==> config.mk <==
export PLATFORM = sky130hd
export DESIGN_NAME = nine_bit_async_serial_port
export DESIGN_NICKNAME = d
export VERILOG_FILES = /design/src/nine_bit_async_serial_port.v /design/src/pulse_divider.v /design/src/majority_voter.v
export VERILOG_INCLUDE_DIRS = /design/src
export SDC_FILE = /design/constraint.sdc
export NUM_CORES = 1
export LEC_CHECK = 0
export BUFFER_PORTS_ARGS = -buffer_cell sky130_fd_sc_hd__buf_2
export CORE_ASPECT_RATIO = 1.4
export CORE_MARGIN = 4
export CORE_UTILIZATION = 35
export DETAILED_ROUTE_END_ITERATION = 16
export SKIP_CTS_REPAIR_TIMING = 1
export SYNTH_ARGS = -nofsm -noshare
export SYNTH_HDL_FRONTEND = slang
export SYNTH_SLANG_ARGS = --single-unit
==> constraint.sdc <==
create_clock -name aclk -period 2.85 [get_ports aclk]
set_input_delay 0.285 -clock aclk [delete_from_list [all_inputs] [get_ports aclk]]
set_output_delay 0.285 -clock aclk [all_outputs]
set_load 0.005 [all_outputs]
==> src/serial_port_defs.vh <==
// Register map, field positions and timing constants of the nine-bit serial port
`ifndef SERIAL_PORT_DEFS_VH
`define SERIAL_PORT_DEFS_VH

// Register byte offsets
`define OFS_SERIAL_CONTROL  8'h00
`define OFS_SERIAL_DATA     8'h04
`define OFS_POWER_CONTROL   8'h08
`define OFS_RATE_SELECT     8'h0C

// Fields of serial_control_reg
`define CTL_RX_COMPLETE     0
`define CTL_TX_COMPLETE     1
`define CTL_RX_NINTH        2
`define CTL_TX_NINTH        3
`define CTL_RX_ENABLE       4
`define CTL_MULTIPROC       5
`define CTL_MODE3           6

// Fields of power_control_reg and rate select
`define PWR_DOUBLE_RATE     7
`define RATE_TX_TIMER_TWO   0
`define RATE_RX_TIMER_TWO   1

// Oversample prescalers: mode 2 bit = clk/64 or clk/32, 16 samples per bit
`define M2_PRE_SLOW         3'h4
`define M2_PRE_FAST         3'h2
// Timer 1 overflow: bit = ovf/32 or ovf/16
`define T1_PRE_SLOW         3'h2
`define T1_PRE_FAST         3'h1
`define OVERSAMPLE          5'h10

// Receive sample points within a bit (phase counts from the bit boundary), then the receive and transmit bit counts
`define PH_SAMPLE_FIRST     4'h7
`define PH_SAMPLE_LAST      4'h9
`define PH_DECIDE           4'hA
`define RX_LAST_BIT         4'h8
`define TX_SHIFT_BITS       4'hA

// AXI responses
`define RESP_OKAY           2'h0
`define RESP_SLVERR         2'h2

`endif

==> src/nine_bit_async_serial_port.v <==
// Nine-bit asynchronous serial port (modes 2 and 3) with AXI4-Lite registers
// Functional notes
// - Eleven-bit frame: start, eight data LSB-first, ninth, stop
// - Transmitted ninth bit comes from tx_ninth_bit
// - Mode 2 bit rate clk/64, or clk/32 doubled
// - Transmit starts at next divide-by-16 rollover
// - Transmit order: start, data LSB-first, ninth, stop
// - Transmit flag sets when stop bit is driven
// - Receiver starts on falling edge when enabled
// - Sixteen samples per bit, counter reset on edge
// - Bit value is majority of three mid-bit samples
// - Start not confirmed low: abandon, await edge
// - Accept needs flag clear, stop high in multiprocessor
// - Accept loads byte, ninth bit, sets receive flag
// - Rejected frame leaves buffer and flags unchanged
// - After mid stop bit, return idle awaiting edge
// - Mode 3: mode 2 frame, timer-overflow bit rate
// - Multiprocessor: interrupt only when ninth bit is one
// - Timer 1 overflow /32 or /16, timer 2 /16
// - Double-rate flag is power control bit seven
`timescale 1ns/1ps
`include "serial_port_defs.vh"
module nine_bit_async_serial_port #(
  parameter ADDR_W = 8
) (
  input  wire              aclk,
  input  wire              aresetn,
  input  wire [ADDR_W-1:0] s_axi_awaddr,
  input  wire              s_axi_awvalid,
  output wire              s_axi_awready,
  input  wire [31:0]       s_axi_wdata,
  input  wire [3:0]        s_axi_wstrb,
  input  wire              s_axi_wvalid,
  output wire              s_axi_wready,
  output reg  [1:0]        s_axi_bresp,
  output reg               s_axi_bvalid,
  input  wire              s_axi_bready,
  input  wire [ADDR_W-1:0] s_axi_araddr,
  input  wire              s_axi_arvalid,
  output wire              s_axi_arready,
  output reg  [31:0]       s_axi_rdata,
  output reg  [1:0]        s_axi_rresp,
  output reg               s_axi_rvalid,
  input  wire              s_axi_rready,
  input  wire              timer1_overflow,
  input  wire              timer2_overflow,
  input  wire              rxd,
  output reg               txd,
  output wire              serial_irq
);
  localparam RX_IDLE  = 4'h1;
  localparam RX_START = 4'h2;
  localparam RX_DATA  = 4'h4;
  localparam RX_STOP  = 4'h8;

  // Software-visible state
  reg        rx_complete_flag;
  reg        tx_complete_flag;
  reg        rx_ninth_bit;
  reg        tx_ninth_bit;
  reg        rx_enable;
  reg        multiproc_enable;
  reg        mode3_select;
  reg        double_rate;
  reg        tx_rate_from_timer_two;
  reg        rx_rate_from_timer_two;
  reg [7:0]  rx_data_buf;

  // AXI write channel holding registers
  reg              aw_held;
  reg              w_held;
  reg [ADDR_W-1:0] wr_addr;
  reg [7:0]        wr_byte;
  reg              wr_lane0;

  // Transmitter
  reg [7:0] tx_data_buf;
  reg       tx_pending;
  reg [9:0] tx_shift;
  reg [3:0] tx_left;

  // Receiver
  reg [3:0] rx_state;
  reg [3:0] rx_phase;
  reg [3:0] rx_bits;
  reg [8:0] rx_shift;
  reg       rx_last;
  reg       rx_accept;

  wire m2_tick;
  wire t1_tick;
  wire tx_os;
  wire rx_os;
  wire tx_bit_tick;
  wire rx_vote;
  wire rx_sample;
  wire wr_fire;
  wire wr_hit_ctl;
  wire wr_hit_data;
  wire wr_hit_pwr;
  wire wr_hit_rate;
  wire wr_mapped;
  wire start_edge;
  wire accept_ok;

  // Oversample rates: mode 2 from the core clock, mode 3 from timer overflow
  pulse_divider #(.WIDTH(3)) mode2_prescale (
    .aclk    (aclk),
    .aresetn (aresetn),
    .clear   (1'b0),
    .step    (1'b1),
    .div     (double_rate ? `M2_PRE_FAST : `M2_PRE_SLOW),
    .tick    (m2_tick)
  );

  pulse_divider #(.WIDTH(3)) timer1_prescale (
    .aclk    (aclk),
    .aresetn (aresetn),
    .clear   (1'b0),
    .step    (timer1_overflow),
    .div     (double_rate ? `T1_PRE_FAST : `T1_PRE_SLOW),
    .tick    (t1_tick)
  );

  // Timer 2 overflow already runs at sixteen times the bit rate
  assign tx_os = mode3_select ? (tx_rate_from_timer_two ? timer2_overflow : t1_tick)
                              : m2_tick;
  assign rx_os = mode3_select ? (rx_rate_from_timer_two ? timer2_overflow : t1_tick)
                              : m2_tick;

  // Free-running divide-by-16 sets the transmit bit boundaries
  pulse_divider #(.WIDTH(5)) tx_bit_divider (
    .aclk    (aclk),
    .aresetn (aresetn),
    .clear   (1'b0),
    .step    (tx_os),
    .div     (`OVERSAMPLE),
    .tick    (tx_bit_tick)
  );

  assign rx_sample = rx_os && (rx_state != RX_IDLE) &&
                     (rx_phase >= `PH_SAMPLE_FIRST) && (rx_phase <= `PH_SAMPLE_LAST);

  majority_voter rx_voter (
    .aclk    (aclk),
    .aresetn (aresetn),
    .sample  (rx_sample),
    .din     (rxd),
    .vote    (rx_vote)
  );

  assign s_axi_awready = !aw_held && !s_axi_bvalid;
  assign s_axi_wready  = !w_held && !s_axi_bvalid;
  assign s_axi_arready = !s_axi_rvalid;
  assign wr_fire       = aw_held && w_held && !s_axi_bvalid;
  assign wr_hit_ctl    = wr_fire && wr_lane0 && (wr_addr == `OFS_SERIAL_CONTROL);
  assign wr_hit_data   = wr_fire && wr_lane0 && (wr_addr == `OFS_SERIAL_DATA);
  assign wr_hit_pwr    = wr_fire && wr_lane0 && (wr_addr == `OFS_POWER_CONTROL);
  assign wr_hit_rate   = wr_fire && wr_lane0 && (wr_addr == `OFS_RATE_SELECT);
  assign wr_mapped     = (wr_addr == `OFS_SERIAL_CONTROL) || (wr_addr == `OFS_SERIAL_DATA) ||
                         (wr_addr == `OFS_POWER_CONTROL) || (wr_addr == `OFS_RATE_SELECT);

  always @(posedge aclk) begin
    if (!aresetn) begin
      aw_held      <= 1'b0;
      w_held       <= 1'b0;
      wr_addr      <= {ADDR_W{1'b0}};
      wr_byte      <= 8'h00;
      wr_lane0     <= 1'b0;
      s_axi_bvalid <= 1'b0;
      s_axi_bresp  <= `RESP_OKAY;
    end else begin
      if (s_axi_awvalid && s_axi_awready) begin
        aw_held <= 1'b1;
        wr_addr <= s_axi_awaddr;
      end
      if (s_axi_wvalid && s_axi_wready) begin
        w_held   <= 1'b1;
        wr_byte  <= s_axi_wdata[7:0];
        wr_lane0 <= s_axi_wstrb[0];
      end
      if (wr_fire) begin
        aw_held      <= 1'b0;
        w_held       <= 1'b0;
        s_axi_bvalid <= 1'b1;
        s_axi_bresp  <= wr_mapped ? `RESP_OKAY : `RESP_SLVERR;
      end else if (s_axi_bvalid && s_axi_bready) begin
        s_axi_bvalid <= 1'b0;
      end
    end
  end

  always @(posedge aclk) begin
    if (!aresetn) begin
      s_axi_rvalid <= 1'b0;
      s_axi_rdata  <= 32'h00000000;
      s_axi_rresp  <= `RESP_OKAY;
    end else if (s_axi_arvalid && s_axi_arready) begin
      s_axi_rvalid <= 1'b1;
      s_axi_rresp  <= `RESP_OKAY;
      s_axi_rdata  <= 32'h00000000;
      case (s_axi_araddr)
        `OFS_SERIAL_CONTROL: begin
          s_axi_rdata[`CTL_RX_COMPLETE] <= rx_complete_flag;
          s_axi_rdata[`CTL_TX_COMPLETE] <= tx_complete_flag;
          s_axi_rdata[`CTL_RX_NINTH]    <= rx_ninth_bit;
          s_axi_rdata[`CTL_TX_NINTH]    <= tx_ninth_bit;
          s_axi_rdata[`CTL_RX_ENABLE]   <= rx_enable;
          s_axi_rdata[`CTL_MULTIPROC]   <= multiproc_enable;
          s_axi_rdata[`CTL_MODE3]       <= mode3_select;
        end
        `OFS_SERIAL_DATA: begin
          s_axi_rdata[7:0] <= rx_data_buf;
        end
        `OFS_POWER_CONTROL: begin
          s_axi_rdata[`PWR_DOUBLE_RATE] <= double_rate;
        end
        `OFS_RATE_SELECT: begin
          s_axi_rdata[`RATE_TX_TIMER_TWO] <= tx_rate_from_timer_two;
          s_axi_rdata[`RATE_RX_TIMER_TWO] <= rx_rate_from_timer_two;
        end
        default: begin
          s_axi_rresp <= `RESP_SLVERR;
        end
      endcase
    end else if (s_axi_rvalid && s_axi_rready) begin
      s_axi_rvalid <= 1'b0;
    end
  end

  // Hardware set wins over a software clear in the same cycle
  always @(posedge aclk) begin
    if (!aresetn) begin
      rx_complete_flag       <= 1'b0;
      tx_complete_flag       <= 1'b0;
      rx_ninth_bit           <= 1'b0;
      tx_ninth_bit           <= 1'b0;
      rx_enable              <= 1'b0;
      multiproc_enable       <= 1'b0;
      mode3_select           <= 1'b0;
      double_rate            <= 1'b0;
      tx_rate_from_timer_two <= 1'b0;
      rx_rate_from_timer_two <= 1'b0;
      rx_data_buf            <= 8'h00;
    end else begin
      if (wr_hit_ctl) begin
        rx_complete_flag <= wr_byte[`CTL_RX_COMPLETE];
        tx_complete_flag <= wr_byte[`CTL_TX_COMPLETE];
        rx_ninth_bit     <= wr_byte[`CTL_RX_NINTH];
        tx_ninth_bit     <= wr_byte[`CTL_TX_NINTH];
        rx_enable        <= wr_byte[`CTL_RX_ENABLE];
        multiproc_enable <= wr_byte[`CTL_MULTIPROC];
        mode3_select     <= wr_byte[`CTL_MODE3];
      end
      if (wr_hit_pwr) begin
        double_rate <= wr_byte[`PWR_DOUBLE_RATE];
      end
      if (wr_hit_rate) begin
        tx_rate_from_timer_two <= wr_byte[`RATE_TX_TIMER_TWO];
        rx_rate_from_timer_two <= wr_byte[`RATE_RX_TIMER_TWO];
      end
      if (tx_bit_tick && (tx_left == 4'h1)) begin
        tx_complete_flag <= 1'b1;
      end
      if (rx_accept) begin
        rx_data_buf      <= rx_shift[7:0];
        rx_ninth_bit     <= rx_shift[8];
        rx_complete_flag <= 1'b1;
      end
    end
  end

  // Both flags stay up until software clears them
  assign serial_irq = rx_complete_flag | tx_complete_flag;

  // A write while a frame is in flight is queued and sent after the stop bit
  always @(posedge aclk) begin
    if (!aresetn) begin
      tx_data_buf <= 8'h00;
      tx_pending  <= 1'b0;
      tx_shift    <= 10'h3FF;
      tx_left     <= 4'h0;
      txd         <= 1'b1;
    end else begin
      if (wr_hit_data) begin
        tx_data_buf <= wr_byte;
        tx_pending  <= 1'b1;
      end
      if (tx_bit_tick) begin
        if (tx_left != 4'h0) begin
          txd      <= tx_shift[0];
          tx_shift <= {1'b1, tx_shift[9:1]};
          tx_left  <= tx_left - 4'h1;
        end else if (tx_pending && !wr_hit_data) begin
          txd        <= 1'b0;
          tx_shift   <= {1'b1, tx_ninth_bit, tx_data_buf};
          tx_left    <= `TX_SHIFT_BITS;
          tx_pending <= 1'b0;
        end
      end
    end
  end

  assign start_edge = rx_os && rx_enable && rx_last && !rxd;
  // Multiprocessor filter needs a high stop bit and a set ninth bit
  assign accept_ok  = !rx_complete_flag &&
                      (!multiproc_enable || (rx_vote && rx_shift[8]));

  always @(posedge aclk) begin
    if (!aresetn) begin
      rx_state  <= RX_IDLE;
      rx_phase  <= 4'h0;
      rx_bits   <= 4'h0;
      rx_shift  <= 9'h000;
      rx_last   <= 1'b0;
      rx_accept <= 1'b0;
    end else begin
      rx_accept <= 1'b0;
      if (!rx_enable) begin
        rx_state <= RX_IDLE;
        rx_last  <= 1'b0;
      end else if (rx_os) begin
        rx_phase <= rx_phase + 4'h1;
        case (rx_state)
          RX_IDLE: begin
            rx_last <= rxd;
            if (start_edge) begin
              rx_state <= RX_START;
              rx_phase <= 4'h0;
              rx_bits  <= 4'h0;
            end
          end
          RX_START: begin
            if (rx_phase == `PH_DECIDE) begin
              if (rx_vote) begin
                rx_state <= RX_IDLE;
                rx_last  <= 1'b0;
              end else begin
                rx_state <= RX_DATA;
              end
            end
          end
          RX_DATA: begin
            if (rx_phase == `PH_DECIDE) begin
              rx_shift <= {rx_vote, rx_shift[8:1]};
              rx_bits  <= rx_bits + 4'h1;
              if (rx_bits == `RX_LAST_BIT) begin
                rx_state <= RX_STOP;
              end
            end
          end
          RX_STOP: begin
            if (rx_phase == `PH_DECIDE) begin
              rx_accept <= accept_ok;
              rx_state  <= RX_IDLE;
              rx_last   <= 1'b0;
            end
          end
          default: begin
            rx_state <= RX_IDLE;
          end
        endcase
      end
    end
  end
endmodule // nine_bit_async_serial_port

==> src/pulse_divider.v <==
// Enable divider: one tick per div step pulses, with synchronous clear
`timescale 1ns/1ps
module pulse_divider #(
  parameter WIDTH = 5
) (
  input  wire             aclk,
  input  wire             aresetn,
  input  wire             clear,
  input  wire             step,
  input  wire [WIDTH-1:0] div,
  output wire             tick
);
  reg [WIDTH-1:0] count;

  // Compare with >= so a divisor lowered mid-count cannot strand the counter
  assign tick = step && (count >= div - {{(WIDTH-1){1'b0}}, 1'b1});

  always @(posedge aclk) begin
    if (!aresetn || clear) begin
      count <= {WIDTH{1'b0}};
    end else if (tick) begin
      count <= {WIDTH{1'b0}};
    end else if (step) begin
      count <= count + {{(WIDTH-1){1'b0}}, 1'b1};
    end
  end
endmodule // pulse_divider

==> src/majority_voter.v <==
// Three-sample majority voter for received bits
`timescale 1ns/1ps
module majority_voter (
  input  wire aclk,
  input  wire aresetn,
  input  wire sample,
  input  wire din,
  output wire vote
);
  reg [2:0] samples;

  assign vote = (samples[0] & samples[1]) | (samples[1] & samples[2]) |
                (samples[0] & samples[2]);

  always @(posedge aclk) begin
    if (!aresetn) begin
      samples <= 3'h7;
    end else if (sample) begin
      samples <= {samples[1:0], din};
    end
  end
endmodule // majority_voter

==> Yosys cells after proc, flatten, opt, wreduce, memory -nomap -nowiden <==
Index checks and enable logic that the tools add are counted.
{ "word_totals": {"reg_bits": 112, "latchBits": 0, "mem_bits_rw": 0, "mem_bits_ro": 0, "inputBits": 62, "output_inout_bits": 43, "word_cells": 184, "mem_count": 0} }
{ "op_classes": {"add_sub_neg": 8, "n_mul": 0, "div_mod_pow": 0, "n_lt_le_gt_ge": 5, "eq_ne": 20, "n_shift": 0, "mux": 47, "bitwise": 7, "n_reduce_logical": 61} }
{ "ops": {"columns": ["op", "count"], "rows": [
  ["two-way mux 4 bit", 11],
  ["equality test 8 x 4 -> 1 bit (second input constant)", 4],
  ["logical AND 1 bit", 26],
  ["two-way mux 1 bit", 23],
  ["two-way mux 10 bit", 2],
  ["equality test 8 x 3 -> 1 bit (second input constant)", 2],
  ["zero test 8 bit", 2],
  ["one-hot mux 4 bit (4 select lines)", 1],
  ["AND reduction 5 bit", 3],
  ["equality test 4 bit (second input constant)", 3],
  ["!= test 2 bit (second input constant)", 6],
  ["nonzero test 2 bit", 6],
  ["one-hot mux 5 bit (2 select lines)", 1],
  ["adder 4 x 1 -> 4 bit (second input constant)", 2],
  ["equality test 4 x 1 -> 1 bit (second input constant)", 2],
  ["zero test 1 bit", 8],
  ["one-hot mux 4 bit (2 select lines)", 1],
  ["OR reduction 2 bit", 4],
  ["adder 3 x 1 -> 3 bit (second input constant)", 2],
  ["greater-or-equal comparator 3 bit", 2],
  ["two-way mux 2 bit", 3],
  ["two-way mux 3 bit", 2],
  ["one-hot mux 2 bit (3 select lines)", 1],
  ["AND reduction 2 bit", 3],
  ["other kinds (21)", 28]
]} }

==> Depth between registers and ports, before layout <==
Gate-level depths: netlist (run 1).
{ "depth": {"depth_word": 11, "ltp_mapped": 9, "depth_no_buf": 8} }

==> Hierarchy <==
Synthesis (run 1) repeated with hierarchy kept, for this count alone.
{ "unflattened": {"hier_cells": 610, "area_unflattened_um2": 5512.8} }
{ "by_module_without_submodules": {"columns": ["mod", "n_inst", "cells_per_inst", "area_each_um2", "seq_area_each_um2"], "rows": [
  ["nine_bit_async_serial_port", 1, 493, 4430.5, 1901.8],
  ["pulse_divider (mode2_prescale ...)", 2, 30, 270.3, 60.1],
  ["pulse_divider (tx_bit_divider)", 1, 47, 429.2, 100.1],
  ["majority_voter", 1, 10, 112.6, 60.1]
]} }

==> Worst setup path after synthesis (run 1) <==
Ideal clock, no wire load.
{ "synth_timing": {"path_kind": "reg-to-reg", "startpoint": "register double_rate", "endpoint": "register tx_shift[6]", "arrival_ns": 1.938, "t_required_ns": 2.704, "setup_slack_ns": 0.766, "stages_incl_launch_ff": 9, "path_buffers": 1, "synth_period_minus_slack_ns": 2.084, "cell_sequence": "dfxtp_1 -> inv_1 -> ha_1 -> nor4b_2 -> o311ai_4 -> and2_1 -> buf_2 -> a211oi_1 -> a41oi_1"} }
{ "synth_via": {"elab_chain_len": 8, "word_cells_on_any_way": 11, "cone_classes": "add/sub: 2; order compare: 2; mux: 4; reduce/logical: 3"} }
{ "synth_rtl": {"columns": ["item", "line", "source"], "rows": [
  ["start: declaration", "nine_bit_async_serial_port.v:64", "reg double_rate;"],
  ["start signal: assignment", "nine_bit_async_serial_port.v:256", "double_rate <= wr_byte[`PWR_DOUBLE_RATE];"],
  ["two-way mux 2 bit (no source line)", null, null],
  ["subtractor 2 x 1 -> 3 bit", "pulse_divider.v:16", "assign tick = step && (count >= div - {{(WIDTH-1){1'b0}}, 1'b1});"],
  ["greater-or-equal comparator 3 bit", "pulse_divider.v:16", null],
  ["logical AND 1 bit", "pulse_divider.v:16", null],
  ["two-way mux 1 bit", "nine_bit_async_serial_port.v:126", "assign tx_os = mode3_select ? (tx_rate_from_timer_two ? timer2_overflow : t1_tick)"],
  ["two-way mux 1 bit *", "nine_bit_async_serial_port.v:126", null],
  ["logical AND 1 bit *", "pulse_divider.v:16", null],
  ["AND reduction 2 bit (no source line) *", null, null],
  ["end signal: assignment", "nine_bit_async_serial_port.v:292", "tx_shift <= {1'b1, tx_shift[9:1]};"],
  ["end signal: assignment", "nine_bit_async_serial_port.v:296", "tx_shift <= {1'b1, tx_ninth_bit, tx_data_buf};"],
  ["end: declaration", "nine_bit_async_serial_port.v:79", "reg [9:0] tx_shift;"]
]} }
Mark *: on every way between the ends. The rest lies on a longest branch, timed or not.
A chain may end at the register's enable or synchronous reset.

==> Worst setup path in the final report (run 1) <==
{ "layout_timing": {"startpoint": "register double_rate", "endpoint": "register rx_last"} }
{ "layout_via": {"elab_chain_len": 7, "word_cells_on_any_way": 10, "cone_classes": "add/sub: 2; order compare: 2; mux: 4; reduce/logical: 2"} }
{ "layout_rtl": {"columns": ["item", "line", "source"], "rows": [
  ["two-way mux 2 bit (no source line)", null, null],
  ["subtractor 2 x 1 -> 3 bit", "pulse_divider.v:16", null],
  ["greater-or-equal comparator 3 bit", "pulse_divider.v:16", null],
  ["logical AND 1 bit", "pulse_divider.v:16", null],
  ["two-way mux 1 bit", "nine_bit_async_serial_port.v:128", "assign rx_os = mode3_select ? (rx_rate_from_timer_two ? timer2_overflow : t1_tick)"],
  ["two-way mux 1 bit *", "nine_bit_async_serial_port.v:128", null],
  ["AND reduction 5 bit (no source line) *", null, null],
  ["end signal: assignment", "nine_bit_async_serial_port.v:326", "rx_last <= rxd;"],
  ["end: declaration", "nine_bit_async_serial_port.v:87", "reg rx_last;"]
]} }
Marked as above.

==> run_results.csv, run 1 <==
group,metric,value,unit
power,p_int,2.34,mW
yosys,synthAdderAreaFrac,0.0362,
sta,worst_pin_slew,0.733,ns
sta,hold_ws,0.111,ns
floorplanning,ios,105,
floorplanning,die_area,16600,sq um
drt,vias,4048,
placed_design,place.gp.congestion,0.815,
yosys,synth-edff-count,0,
sta,final.min_clock_period,2.34,ns
power,power_density,539,nW/um^2
layout,antenna_cells,0,
sta,rsz0062_at_grt,"no",
critical_path,cpMaxStageDelayCell,"o311ai_4",
floorplanning,die_x,110,um
floorplanning,die_h,151,um
power,power_leakage,2.18,nW
sta,max_freq,427,MHz
sta,hold_violations,0,
power,power_frac_seq,0.514,
sta,setup_tns,0,ns
clock_network,htreeDepth,3,
power,power,3.09,mW
hold_path,hold_depth,2,
critical_path,cp-end-kind,"register",
power,switchingPower,0.750,mW
yosys,synthTopCellsByArea,"dfxtp_1 (43%), mux2i_1 (7.6%), nand2_1 (6.1%)",
drt,drc,0,
layout,fillers,1445,
sta,slew_violations,0,
yosys,synth_top_area_frac,0.427,
yosys,synth_top_family_by_area,"simple AND/OR/NAND/NOR gates",
yosys,async_flop_share,0,
power,combPwrFrac,0.065,
yosys,syn_inst,581,
critical_path,cp-start-kind,"register",
yosys,synth_xor_area_frac,0.0137,
critical_path,cpPeakStageDelay,0.55,ns
sta,fin_skew,0.00798,ns
global_route,grt_max_degree,42,
hold_path,hold-path-endpoint,"s_axi_rvalid",
drt,drt_first_pass_iters,4,
drt,antenna_left,0,
yosys,yosysTopAreaCell,"dfxtp_1",
power,clock_power_share,0.421,
floorplanning,coreArea,14400,sq um
critical_path,path_cells,"inv_1 -> ha_1 -> nor4b_2 -> o311ai_4 -> nand3_1 -> nor4b_1 -> mux2i_1",
power,swShare,0.243,
critical_path,r2r_slack,0.51,ns
layout,final_cells,812,
global_route,gr-total-overflow,0,
critical_path,critPathKind,"register to register",
yosys,avgSynthCellArea,8.80,sq um
clock_network,cts_root_buffer,"clkbuf_16",
sta,setup_viol,0,
critical_path,cp.arrival,2.62,ns
critical_path,required,3.12,ns
clock_network,clkLatencyLatePin,0.34,ns
hold_path,hold_path_class,"input pin to register",
drt,wirelength,10.9,mm
hold_path,min_from,"s_axi_rready",
yosys,synthSimpleGateAreaFrac,0.220,
critical_path,timing.rr.end,"rx_last",
clock_network,cts.sinks,109,
layout,final_util,0.398,
yosys,synth_compound_area_frac,0.137,
yosys,muxShareOfSynthArea,0.0874,
global_route,grt_usage,0.134,
layout,syn_to_final_growth,11.9,%
placed_design,io_buffers,51,
outcome,outcome,"completed",
global_route,grt_pass1_vias,3822,
critical_path,crit_fanout,10,
floorplanning,rows,52,
yosys,yosysWarnings,0,
global_route,antenna_found_initial,0,
job,maxCapViolations,0,
placed_design,dp_cells,796,
critical_path,r2r_cells,7,
drt,wl_per_cell,13.5,um
clock_network,cts_tree,"built",
yosys,ys_seq_elements,109,
yosys,ys_types,60,
global_route,grt_pass1_wl,17.9,mm
drt,vias_per_cell,4.99,
power,max-vdd-ir-drop,0.305,mV
placed_design,place_hpwl,8.18,mm
yosys,syn_area,5110,sq um
sta,fin_crit_sh,0.822,
clock_network,path_clk_slew,0.08,ns
yosys,synth_ff_type,"dfxtp_1",
layout,fin_nets,694,
sta,timing.slew.headroom,0.507,
clock_network,cts_made_buffers,9,
yosys,yosysSeqAreaShare,0.427,
drt,drt_iter0_markers,95,
floorplanning,initial_core_util,0.355,
critical_path,r2r-start,"double_rate",
clock_network,clock_path_buffers,2,
layout,layout-drive-gt1-share,0.152,
## worst max-delay path, delay by kind of cell, from the launching register on
kind / cells / cell delay [ns]
flip-flops: 1 / 0.37
AO/OA/AOI/OAI: 1 / 0.55
AND/OR/NAND/NOR: 3 / 0.86
buffers and inverters: 1 / 0.08
adder cells (fa/ha/maj): 1 / 0.19
multiplexers: 1 / 0.22
## kinds of logic (layout without fill, tap and decap cells)
| logic type | after synthesis | in the layout |
|---|---|---|
| and+or+nand+nor | 226 | 226 |
| DFF | 109 | 109 |
| AOI/OAI and AO/OA | 103 | 103 |
| buffers and inverters | 75 | 92 |
| muxes | 44 | 44 |
| adders and majority gates | 15 | 15 |
| xor gates and xnor gates | 8 | 8 |
| other | 1 | 26 |
## cell type report
cell class	count	area, sq um	share of cell area
multi-input cells	422	2620	0.458
flip-flops and latches	109	2180	0.381
repair buffers	56	293	0.0512
well taps	189	236	0.0413
clock buffers	9	225	0.0394
clock inverters	7	87.6	0.0153
inverters	20	75.1	0.0131
## power by group through the flow
stage	sequential [mW]	combinational, mW	clock [mW]
2_1_floorplan	1.61	0.166	0
3_3_place_gp	1.62	0.198	0
3_5_place_dp	1.62	0.203	0
4_1_cts	1.58	0.204	1.34
5_1_grt	1.59	0.230	1.40
6_report	1.58	0.201	1.30
## flip-flops by register name, summed over array words and instances (netlist names), 3 cells and up
signal	cells
rx_shift	9
tx_shift	9
rx_data_buf	8
s_axi_rdata	8
tx_data_buf	8
wr_addr	8
wr_byte	8
tx_bit_divider.count	5
rx_bits	4
rx_phase	4
rx_state	4
tx_left	4
mode2_prescale.count	3
rx_voter.samples	3
timer1_prescale.count	3
## how the worst max path moves through the flow
stage	from	to	slack (ns)	cells after the start
after detailed placement	double_rate	tx_shift[0]	0.49	7
after CTS	double_rate	rx_last	0.48	7
after floorplan	double_rate	tx_shift[6]	0.77	8
after global placement	double_rate	tx_shift[6]	0.55	7
after global routing	double_rate	tx_shift[3]	0.30	7
final	double_rate	rx_last	0.51	7
## metal layers
| metal | wire (um) | global-route usage |
|---|---|---|
| met1 | 4610 | 0.158 |
| met2 | 5810 | 0.241 |
| met3 | 370 | 0.0222 |
| met4 | 149 | 0.0431 |
| met5 | 0 | 0 |
## cell usage in the layout (no fill, tap or decap), types with 4 or more instances in the layout
cell | Yosys | routed
nand2_1 | 83 | 83
buf_2 | 2 | 51
nor3_1 | 7 | 7
mux2_2 | 5 | 5
nand4_1 | 9 | 9
mux2i_1 | 39 | 39
nor4b_1 | 4 | 4
ha_1 | 14 | 14
dfxtp_1 | 109 | 109
inv_1 | 19 | 19
buf_4 | 27 | 5
a21oi_1 | 36 | 36
and2_1 | 4 | 4
and3_1 | 4 | 4
conb_1 | 1 | 26
xor2_1 | 5 | 5
or3_1 | 4 | 4
nor2_1 | 57 | 57
nand3_1 | 24 | 24
a211oi_1 | 12 | 12
a22oi_1 | 7 | 7
clkbuf_16 | 0 | 9
o21ai_0 | 25 | 25
a41oi_1 | 8 | 8
## Yosys cell counts (7+ instances only)
cell type and number:
nand2_1 83, o21ai_0 25, inv_1 19, nor3_1 7
a41oi_1 8, mux2i_1 39, nand3_1 24, buf_4 27
dfxtp_1 109, a22oi_1 7, nor2_1 57, a21oi_1 36
a211oi_1 12, ha_1 14, clkbuf_1 22, nand4_1 9
## metrics by stage
stage	instance area, sq um	worst slack (ns)
after CTS	5720	0.482
after detailed placement	5410	0.493
final	5720	0.507
after floorplan	5200	0.766
after global routing	5720	0.304
after global placement	5410	0.548
Note: power is estimated with default switching activity, not from simulation.
==> inputs of run 2 (changes only) <==
clock period = 2.25 ns   (was 2.85 ns; I/O delays follow)
==> run_results.csv, run 2 (synthesis gave the netlist of run 1 again) <==
group,metric,value,unit
sta,slew_violations,0,
floorplanning,initial_core_util,0.355,
critical_path,cp-start-kind,"register",
hold_path,hold_path_class,"input pin to register",
power,max-vdd-ir-drop,0.344,mV
outcome,outcome,"completed",
drt,drt_iter0_markers,191,
sta,setup_tns,0,ns
sta,fin_crit_sh,0.959,
layout,final_cell_mix,"dfxtp_1 (107), nand2_1 (82), nor2_1 (57)",
layout,antenna_cells,0,
sta,hold_violations,0,
job,maxCapViolations,0,
sta,final.min_clock_period,2.16,ns
clock_network,cts_root_buffer,"clkbuf_16",
critical_path,r2r_slack,0.09,ns
critical_path,crit_top_cell,"buf_4",
sta,rsz0062_at_grt,"yes",
layout,layout-drive-gt1-share,0.183,
critical_path,required,2.53,ns
drt,wl_per_cell,13.8,um
layout,final_util,0.410,
global_route,grt_usage,0.138,
sta,max_freq,464,MHz
global_route,gr-total-overflow,0,
layout,final_common_cell,"dfxtp_1",
drt,wirelength,11.4,mm
drt,vias,4110,
global_route,antenna_found_initial,0,
floorplanning,die_h,151,um
clock_network,path_clk_slew,0.08,ns
global_route,grt_pass1_wl,18.3,mm
critical_path,cp-end-kind,"register",
placed_design,place.gp.congestion,0.809,
critical_path,crit_fanout,4,
floorplanning,rows,52,
clock_network,cts_made_buffers,9,
sta,worst_pin_slew,0.653,ns
clock_network,htreeDepth,3,
drt,antenna_left,0,
critical_path,path_cells,"inv_1 -> ha_1 -> nor4b_2 -> buf_4 -> buf_4 -> o311ai_4 -> nand3_1 -> or3b_2 -> a21oi_1",
floorplanning,die_area,16600,sq um
power,power_leakage,2.27,nW
placed_design,place_hpwl,8.32,mm
placed_design,io_buffers,51,
clock_network,clkLatencyLatePin,0.35,ns
floorplanning,die_x,110,um
floorplanning,ios,105,
global_route,grt_max_degree,48,
sta,fin_skew,0.00932,ns
clock_network,clock_path_buffers,2,
clock_network,cts.sinks,109,
layout,largestRegisters,"rx_shift (9), tx_shift (9)",
critical_path,path_delay_family,"simple AND/OR/NAND/NOR gates",
power,power,3.95,mW
global_route,grt_pass1_vias,3937,
layout,fillers,1467,
drt,drc,0,
critical_path,cpPeakStageDelay,0.48,ns
sta,timing.slew.headroom,0.565,
drt,vias_per_cell,4.97,
layout,syn_to_final_growth,15.4,%
critical_path,cpMaxStageDelayCell,"or3b_2",
critical_path,critPathKind,"register to register",
layout,seqCellArea,2180,sq um
floorplanning,coreArea,14400,sq um
critical_path,cp.arrival,2.44,ns
power,power_density,670,nW/um^2
layout,fin_nets,709,
clock_network,cts_tree,"built",
sta,setup_viol,0,
layout,multi_input_area,2650,sq um
drt,drt_first_pass_iters,6,
critical_path,path_buf_inv,3,
## run 2: cell types whose count changed in the layout (fill, tap and decap cells not counted), sizes merged
cell	change
clkinvlp	+1
inv	-1
clkbuf	+1
buf	+14
## run 2: routing by layer
layer / part of all wire / track usage / up-vias
met3: 0.028 / 0.0171 / 17
met1: 0.42 / 0.163 / 1945
met2: 0.53 / 0.248 / 62
li1: - / - / 2086
met5: 0 / 0 / -
met4: 0.021 / 0.0579 / 0
## run 2: metrics by stage
stage | hold WS, ns | area, sq um | instances | worst slack, ns
6_report | 0.0443 | 5900 | 827 | 0.0932
3_3_place_gp | 0.409 | 5500 | 807 | 0.103
5_1_grt | 0.0387 | 5900 | 827 | -0.0176
3_5_place_dp | 0.413 | 5500 | 807 | 0.00457
4_1_cts | 0.0301 | 5820 | 823 | -0.0407
2_1_floorplan | 0.325 | 5200 | 606 | 0.166
## run 2: power breakdown
group | total, mW | internal [mW] | switching, mW | leakage [nW]
registers | 2.01 | 1.97 | 0.0387 | 0.884
clock network | 1.67 | 0.892 | 0.778 | 0.151
logic | 0.274 | 0.110 | 0.164 | 1.23
## run 2: cell type report
type	instances	area share
multi-input combinational	422	0.449
clock buffer	9	0.0382
tap	189	0.0401
sequential	109	0.370
timing repair buffer	71	0.0745
inverter	20	0.0127
clock inverter	7	0.0155
## run 2: path summary, 6_finish.rpt
check                         to           start  depth (start not counted)
setup / recovery      tx_left[2]     double_rate                          9
setup reg to reg      tx_left[2]     double_rate                          9
hold / removal      s_axi_rvalid    s_axi_rready                          2
hold reg to reg   tx_data_buf[3]  tx_data_buf[3]                          2
## run 2: worst register-to-register path: cells and delay by family (launching register included)
| family | cells | cell delay, ns |
|---|---|---|
| compound gates | 2 | 0.43 |
| fa+ha+maj | 1 | 0.29 |
| simple gates | 3 | 0.69 |
| flops | 1 | 0.35 |
| buf+inv | 3 | 0.35 |
